==> src/logic/arf_pkg.sv <==
// Constants shared by the result formatter
package arf_pkg;
  localparam int          ARF_RES_W        = 10;
  localparam int          ARF_CH_W         = 4;
  localparam logic [3:0]  ARF_CH_TEMP      = 4'hf;
  localparam logic [9:0]  ARF_CODE_MIN     = 10'h000;
  localparam logic [9:0]  ARF_CODE_MAX     = 10'h3ff;
  localparam logic [9:0]  ARF_BIP_MIN      = 10'h200;
  localparam logic [9:0]  ARF_BIP_MAX      = 10'h1ff;
  localparam int          ARF_SIGN_POS     = 9;
  localparam int          ARF_LEFT_SHIFT   = 6;
  localparam logic [7:0]  ARF_BYTE_RST     = 8'h00;
  localparam logic [9:0]  ARF_RES_RST      = 10'h000;
  typedef enum logic [2:0] {
    ARF_SINGLE  = 3'b001,
    ARF_UNIPOL  = 3'b010,
    ARF_BIPOL   = 3'b100
  } arf_mode_e;
endpackage : arf_pkg

==> src/logic/arf_result_formatter.sv <==
// Result formatting and temperature sensor routing for the 10-bit converter
`timescale 1ns/100ps
// Overview of operation
// - The finished code is readable in the two result bytes once the done flag is raised.
// - Single-ended results are the unsigned code vin*1024/vref from 0x000 to 0x3ff.
// - Unipolar differential results are the unsigned code diff*1024*gain/vref.
// - Unipolar differential results saturate to zero when the negative input is higher.
// - Unipolar mode is the reset mode; bipolar applies only while bipolar select is one.
// - Bipolar results are diff*512*gain/vref in two's complement from 0x200 to 0x1ff.
// - In bipolar mode the top result bit is the sign, one meaning negative.
// - Channel code 1111 routes and enables the on-chip temperature sensor.
// - Left adjust set shows the result left-justified, otherwise right-justified.
module arf_result_formatter
  import arf_pkg::*;
(
  // Clock, reset, enable
  input  wire logic        core_clk,
  input  wire logic        rst_n,
  input  wire logic        clk_en,
  // Control bits
  input  wire logic        bipolar_select,
  input  wire logic        left_adjust_select,
  input  wire logic [3:0]  channel_select,
  input  wire logic        channel_is_diff,
  input  wire logic        done_flag_clear,
  // Conversion core
  input  wire logic        core_done,
  input  wire logic [10:0] core_raw_diff,
  // Result and status
  output logic [7:0]       result_low_byte,
  output logic [7:0]       result_high_byte,
  output logic             conversion_done_flag,
  output logic             result_sign_bit,
  output logic             temp_sensor_enable,
  output logic             temp_sensor_channel
);
  arf_mode_e   mode;
  logic [9:0]  shaped;
  logic [9:0]  result_r;
  logic        bipolar_r;
  logic [15:0] packed_nxt;

  // Bipolar only ever applies to differential pairs
  always_comb begin
    if (!channel_is_diff) begin
      mode = ARF_SINGLE;
    end else if (bipolar_select) begin
      mode = ARF_BIPOL;
    end else begin
      mode = ARF_UNIPOL;
    end
  end

  arf_code_shaper u_shaper (
    .mode     (mode),
    .raw_diff (core_raw_diff),
    .code     (shaped)
  );

  // Latched only on completion so both bytes always belong to one code
  always_ff @(posedge core_clk) begin
    if (!rst_n) begin
      result_r  <= ARF_RES_RST;
      bipolar_r <= 1'b0;
    end else if (clk_en && core_done) begin
      result_r  <= shaped;
      bipolar_r <= (mode == ARF_BIPOL);
    end
  end

  // Done flag: a new completion wins over a clear in the same cycle
  always_ff @(posedge core_clk) begin
    if (!rst_n) begin
      conversion_done_flag <= 1'b0;
    end else if (clk_en) begin
      if (core_done) begin
        conversion_done_flag <= 1'b1;
      end else if (done_flag_clear) begin
        conversion_done_flag <= 1'b0;
      end
    end
  end

  // Adjust acts on the stored code at the next enabled clock, even mid-conversion
  always_comb begin
    packed_nxt = 16'h0000;
    if (core_done) begin
      packed_nxt = left_adjust_select ? {shaped, 6'h00} : {6'h00, shaped};
    end else begin
      packed_nxt = left_adjust_select ? {result_r, 6'h00} : {6'h00, result_r};
    end
  end

  always_ff @(posedge core_clk) begin
    if (!rst_n) begin
      result_low_byte  <= ARF_BYTE_RST;
      result_high_byte <= ARF_BYTE_RST;
      result_sign_bit  <= 1'b0;
    end else if (clk_en) begin
      result_low_byte  <= packed_nxt[7:0];
      result_high_byte <= packed_nxt[15:8];
      result_sign_bit  <= core_done ? (mode == ARF_BIPOL) & shaped[ARF_SIGN_POS]
                                    : bipolar_r & result_r[ARF_SIGN_POS];
    end
  end

  // Temperature sensor routing
  always_ff @(posedge core_clk) begin
    if (!rst_n) begin
      temp_sensor_enable  <= 1'b0;
      temp_sensor_channel <= 1'b0;
    end else if (clk_en) begin
      temp_sensor_enable  <= (channel_select == ARF_CH_TEMP);
      temp_sensor_channel <= (channel_select == ARF_CH_TEMP);
    end
  end
endmodule : arf_result_formatter

==> src/logic/arf_code_shaper.sv <==
// Converts a signed raw difference into the code for the selected conversion form
`timescale 1ns/100ps
module arf_code_shaper
  import arf_pkg::*;
(
  // Mode
  input  wire arf_mode_e   mode,
  // Raw sample from the core, signed, 11 bits
  input  wire logic [10:0] raw_diff,
  // Shaped code
  output logic [9:0]       code
);
  always_comb begin
    case (mode)
      ARF_SINGLE: begin
        code = raw_diff[10] ? ARF_CODE_MIN : raw_diff[9:0];
      end
      ARF_UNIPOL: begin
        code = raw_diff[10] ? ARF_CODE_MIN : raw_diff[9:0];
      end
      ARF_BIPOL: begin
        // Halving the 11-bit signed raw value always lands inside 0x200..0x1ff, so no clamp
        code = raw_diff[10:1];
      end
      default: begin
        code = ARF_CODE_MIN;
      end
    endcase
  end
endmodule : arf_code_shaper

==> config.mk <==
export PLATFORM = sky130hd
export DESIGN_NAME = arf_result_formatter
export DESIGN_NICKNAME = d
export VERILOG_FILES = /design/src/logic/arf_pkg.sv /design/src/logic/arf_result_formatter.sv /design/src/logic/arf_code_shaper.sv
export SDC_FILE = /design/constraint.sdc
export NUM_CORES = 1
export LEC_CHECK = 0
export ABC_AREA = 1
export BUFFER_PORTS_ARGS = -buffer_cell sky130_fd_sc_hd__clkbuf_2
export CORE_AREA = 2 2 57 59
export DETAILED_ROUTE_END_ITERATION = 10
export DIE_AREA = 0 0 59 61
export GPL_ROUTABILITY_DRIVEN = 0
export PLACE_DENSITY = 0.8
export SLEW_MARGIN = 15
export SYNTH_ARGS = -nofsm -noshare
export SYNTH_HDL_FRONTEND = slang
export SYNTH_SLANG_ARGS = --single-unit
==> constraint.sdc <==
create_clock -name core_clk -period 2.8 [get_ports core_clk]
set_clock_uncertainty 0.15 [all_clocks]
set_input_delay 0.28 -clock core_clk [delete_from_list [all_inputs] [get_ports core_clk]]
set_output_delay 0.28 -clock core_clk [all_outputs]
set_load 0.005 [all_outputs]
# Word level (Yosys, flattened, before mapping)
# Index checks and enable logic that the tools add are counted.
word_totals:
  regBits: 30
  input_bits: 23
  elab_cells: 27
classes:
  n_eq_ne: 4
  n_mux: 10
  bitwise_logic: 2
  reduce_logical: 4
op_table:
  columns: ["operator", "n"]
  rows:
  - ["two-way mux 16 bit", 3]
  - ["case mux 10 bit (2 select lines)", 1]
  - ["two-way mux 10 bit", 1]
  - ["two-way mux 3 bit", 2]
  - ["== test 4 bit (second input constant)", 1]
  - ["== test 3 x 1 -> 1 bit (second input constant)", 1]
  - ["== test 3 x 2 -> 1 bit (second input constant)", 1]
  - ["== test 3 bit (second input constant)", 1]
  - ["two-way mux 1 bit", 3]
  - ["AND 1 bit", 2]
  - ["AND reduction 2 bit", 1]
  - ["nonzero test 2 bit", 1]
  - ["OR reduction 2 bit", 1]
  - ["logical AND 1 bit", 1]

# Depth between registers and ports, before layout
logic_depth:
  word_depth: 7
  depth_mapped: 7
  mapped_depth_nobuf: 5

# By module
# A second synthesis with hierarchy kept.
hier_totals:
  cells_unflattened: 244
  hier_area_um2: 1544.0
modules_own_cells:
  columns: ["module", "instances", "cells_each", "area_per_inst_um2", "seq_area_each_um2"]
  rows:
  - ["arf_result_formatter", 1, 186, 1293.7, 600.6]
  - ["arf_code_shaper", 1, 58, 250.2, 0.0]

# Worst setup path before layout
# Ideal clock, no wire load.
synth_timing:
  path_type: "input port to flip-flop"
  startpoint: "input channel_is_diff"
  endpoint: "register result_r[5]"
  setup_ns: 0.113
  arrival_time_ns: 0.874
  slack_ns: 1.663
  path_stages: 7
  path_cell_list: "buf_6 -> nand2_4 -> buf_12 -> nand3_2 -> o21ai_0 -> o21ai_1 -> inv_1"
synth_between:
  elab_chain_cells: 4
  word_cells_on_any_way: 6
  cone_classes: "eq/ne (3); mux (2); reduce/logical (1)"
synth_rtl:
  columns: ["element", "line", "rtl"]
  rows:
  - ["from (decl)", "arf_result_formatter.sv:24", "input wire logic channel_is_diff,"]
  - ["two-way mux 3 bit *", "arf_result_formatter.sv:45", "if (!channel_is_diff) begin"]
  - ["== test 3 x 1 -> 1 bit or == test 3 x 2 -> 1 bit (tied branches)", "arf_code_shaper.sv:14", "case (mode)"]
  - ["OR reduction 2 bit (no source line)", null, null]
  - ["case mux 10 bit (2 select lines) *", "arf_code_shaper.sv:14", null]
  - ["to (signal assigned)", "arf_result_formatter.sv:66", "result_r <= shaped;"]
  - ["to (decl)", "arf_result_formatter.sv:39", "logic [9:0] result_r;"]
# Mark *: on every way between the ends. The rest lies on a longest branch, timed or not.
# A chain may end at the register's enable or synchronous reset.

==> key figures <==
Drt
  • Total number of vias: 1555
  • Iteration count of the initial detailed-routing pass: 5
  • Antenna Violating Nets Remaining: 0
  • Final routed DRC violation total: 0
  • Vias per inst: approximately 5.7
  • Initial DRC Count: between 50 and 60
  • Routed wire per std cell: between 10 and 15 µm
  • Total Wirelength: about 3700 µm

Clocking
  • Clock buffer count from CTS: 5
  • Maximum buffer depth of the clock tree: 2
  • CTS tree: done
  • Clock tree sinks: 30
  • Clock insertion delay at the later pin of the skew report: 340 ps
  • Post-cts sizing count: 0
  • Number of levels the H-tree was split into: 2
  • Clock transition at the registers of the reported paths: around 90 ps
  • # Post-CTS Setup Buffers: 0
  • Clock root buffer master: sky130_fd_sc_hd__clkbuf_4
  • Hold buffers post-CTS: 0

Pwr
  • Pint: roughly 0.63 mW
  • Overall power consumption: 0.8848 mW
  • PwrDens: just over 500 nW/µm²
  • Switching Power: between 0.2 and 0.3 mW
  • Maximum ir drop on the vdd rail: approximately 270 µV
  • Pleak: about 0.79 nW
  • Logic pwr share: ~17%
  • Switch share: between 20% and 30%
  • Share of total power in sequential cells: a little over half
  • Clock group share of total power: a little under a third

Die
  • Number of rows created at floorplan: 20
  • Initial core utilization: a little over half
  • Core box area: ~3000 µm²
  • Die area: between 3000 and 4000 µm²
  • Horizontal extent of the die: 59 µm
  • IO Count: 43
  • Die boundary height: ~61 µm

Global routing
  • GR Util met2: between 30% and 40%
  • Total global routing track utilization: ~23%
  • GR Util met3: between 6 and 7%
  • Pin count of the biggest net entering global routing: 20
  • Via count of the first global-routing pass: roughly 1300
  • Antenna violations before repair: 0
  • Global-route wire length before repair: just over 6000 µm
  • Routing usage on met1: between 30 and 40%
  • Remaining global-route overflow: 0
  • Most heavily used metal layer in global routing: met2

Place
  • Number of cells after detailed placement: 267
  • Final HPWL DP: roughly 2700 µm
  • Cell area after placement: ~1700 µm²
  • Number of buffers added on ports: 42
  • Post-place setup slack: around 1200 ps

Worst setup path
  • Worst reg2reg startpoint: result_r[3]
  • Worst EP arrival: approximately 800 ps
  • Master of the slowest instance on the critical path: sky130_fd_sc_hd__dfxtp_1
  • Element type at the critical path end: output port
  • Largest stage delay, worst path: 360 ps
  • Register-to-register path setup slack: approximately 1800 ps
  • Startpoint class of the critical path: register
  • CP Cell Sequence: clkbuf_2
  • Crit-path max FO: 3
  • Number of cell instances on the worst register-to-register path: 4
  • Critical setup path kind: reg2out
  • Dominant delay contributor by cell family on the critical path: flip-flops
  • FF-to-FF End: result_high_byte[1]
  • Buf+Inv Stages, Crit Path: 1
  • Data required time of the worst path: approximately 2400 ps

Finish
  • Number of standard cells in the layout, taps in and fillers out: 275
  • Fraction of the core area covered by cells at the end of the flow: about 60%
  • Final standard cell area without fillers: approximately 1800 µm²
  • Layout cells sized above 1: between 20 and 30%
  • Antenna Cells: 0
  • Fill cell instance count of the final layout: 308
  • Area growth from synthesis to layout: 13.22%
  • Fin nets: ~260

Synthesis
  • Compound-cell area share of the yosys netlist: between 20% and 30%
  • Cell with the most instances after synthesis: sky130_fd_sc_hd__nand3_1
  • Combinational family with the most area after synthesis: simple AND/OR/NAND/NOR gates
  • Number of nets in the synthesized netlist: around 230
  • Synth area leader: sky130_fd_sc_hd__dfxtp_1
  • Avg Inst Size Synth: approximately 7.6 µm²
  • Fraction of the yosys area taken by sequential cells: ~39%
  • Top flip-flop cell by instance count after synthesis: sky130_fd_sc_hd__dfxtp_1
  • Most instantiated cells after synthesis: sky130_fd_sc_hd__nand3_1, sky130_fd_sc_hd__a21oi_1, sky130_fd_sc_hd__dfxtp_1, sky130_fd_sc_hd__nand2_1, sky130_fd_sc_hd__o21ai_0
  • Cell variety after synth: 22
  • Count of flip-flops with a built-in enable after synthesis: 0
  • Area share of and/or/nand/nor cells after synthesis: 28.77%
  • Synth area leaders: sky130_fd_sc_hd__dfxtp_1, sky130_fd_sc_hd__nand3_1, sky130_fd_sc_hd__a21oi_1, sky130_fd_sc_hd__nand2_1, sky130_fd_sc_hd__o21ai_0
  • Fraction of synthesis flops using an asynchronous set or reset pin: 0%
  • #FFs+latches synth: 30
  • Multiplexer share of the synthesized area: 0%
  • Total standard cell area after synthesis: about 1600 µm²
  • Post-synthesis share of cell area spent on xor and xnor gates: 0%
  • Fraction of synthesized cell area taken by the top area cell type: between 30% and 40%
  • Area share of fa/ha/maj cells after synthesis: 0%
  • Synthesized netlist cell count: between 200 and 250
  • Yosys warning count: 0

STA
  • Tightest Pin Transition: roughly 480 ps
  • Highest clock frequency the design can meet: 799.8 MHz
  • Hold Vio Cnt, Final: 0
  • Unrepaired setup endpoints after global routing: no
  • Crit share post-route: between 40% and 50%
  • # setup viols final: 0
  • Setup slack of the critical path after layout: ~1500 ps
  • Post-Route Setup TNS: 0 ps
  • Worst rel slew slack: between 60% and 70%
  • Final slew viol count: 0
  • Hold_ws: 39.90 ps
  • Clock period minus final worst setup slack: around 1300 ps

Min path
  • Worst Hold Class: in2reg
  • Number of cells on the worst hold path: 3
  • Hold Startpoint: channel_select[0]
  • Hold path endpoint: temp_sensor_channel

Run status
  • Status: finished, final reports clean

Job
  • Number of max-cap violations: 0
==> layer usage <==
metal,up-vias,wire [µm]
met2,68,1666
met5,-,0
li1,789,-
met3,11,310
met4,0,80
met1,687,1641
==> cell families after synthesis <==
group	count (synthesis)
and+or+nand+nor	83
DFF	30
buffers and inverters	28
AOI/OAI and AO/OA	62
==> cell type report <==
class / count / area (µm²) / area share (%)
multi-input combinational: 145 / 782.0 / 44.48
sequential: 30 / 600.6 / 34.16
timing repair buffer: 42 / 210.2 / 11.96
inverter: 17 / 63.81 / 3.630
clock buffer: 7 / 55.05 / 3.132
tap: 33 / 41.29 / 2.349
clock inverter: 1 / 5.005 / 0.2847
==> sequential cells by signal, indices dropped and copies added, names as in the netlist <==
signal                count
result_r                 10
result_sign_bit           1
temp_sensor_channel       1
result_high_byte          8
conversion_done_flag      1
bipolar_r                 1
result_low_byte           8
==> power groups by stage <==
stage / Clock (mW) / Sequential (mW) / Combinational, mW
after detailed placement: 0 / 0.471 / 0.152
after global routing: 0.291 / 0.464 / 0.174
after floorplan: 0 / 0.471 / 0.109
after CTS: 0.271 / 0.462 / 0.153
final: 0.269 / 0.462 / 0.154
after global placement: 0 / 0.471 / 0.151
==> placed cells by master (no fill, tap or decap), types with 3 or more instances in the layout <==
master and count:
sky130_fd_sc_hd__o211ai_1 3, sky130_fd_sc_hd__a31oi_1 8, sky130_fd_sc_hd__inv_1 14, sky130_fd_sc_hd__nand2_1 30, sky130_fd_sc_hd__dfxtp_1 30, sky130_fd_sc_hd__nand3_2 7, sky130_fd_sc_hd__a21oi_1 30, sky130_fd_sc_hd__clkbuf_4 5
sky130_fd_sc_hd__clkbuf_2 42, sky130_fd_sc_hd__inv_2 3, sky130_fd_sc_hd__nand3_1 33, sky130_fd_sc_hd__o21ai_0 18, sky130_fd_sc_hd__nor2_1 6
==> tightest hold or removal path: cells and delay by family <==
kind | cells | cell delay (ps)
and+or+nand+nor | 1 | 60
AOI/OAI and AO/OA | 1 | 70
buffers and inverters | 1 | 80
==> how the worst max path moves through the flow <==
stage | from | end | slack (ps) | cells past startpoint
after global routing | core_done | result_high_byte[1] | 1450 | 6
after floorplan | channel_is_diff | result_r[5] | 1660 | 7
after global placement | core_done | result_high_byte[1] | 1270 | 6
after CTS | temp_sensor_channel | temp_sensor_enable | 1530 | 1
after detailed placement | core_done | result_high_byte[1] | 1250 | 6
final | temp_sensor_channel | temp_sensor_enable | 1550 | 1
Power figures use the tool's default switching activity.
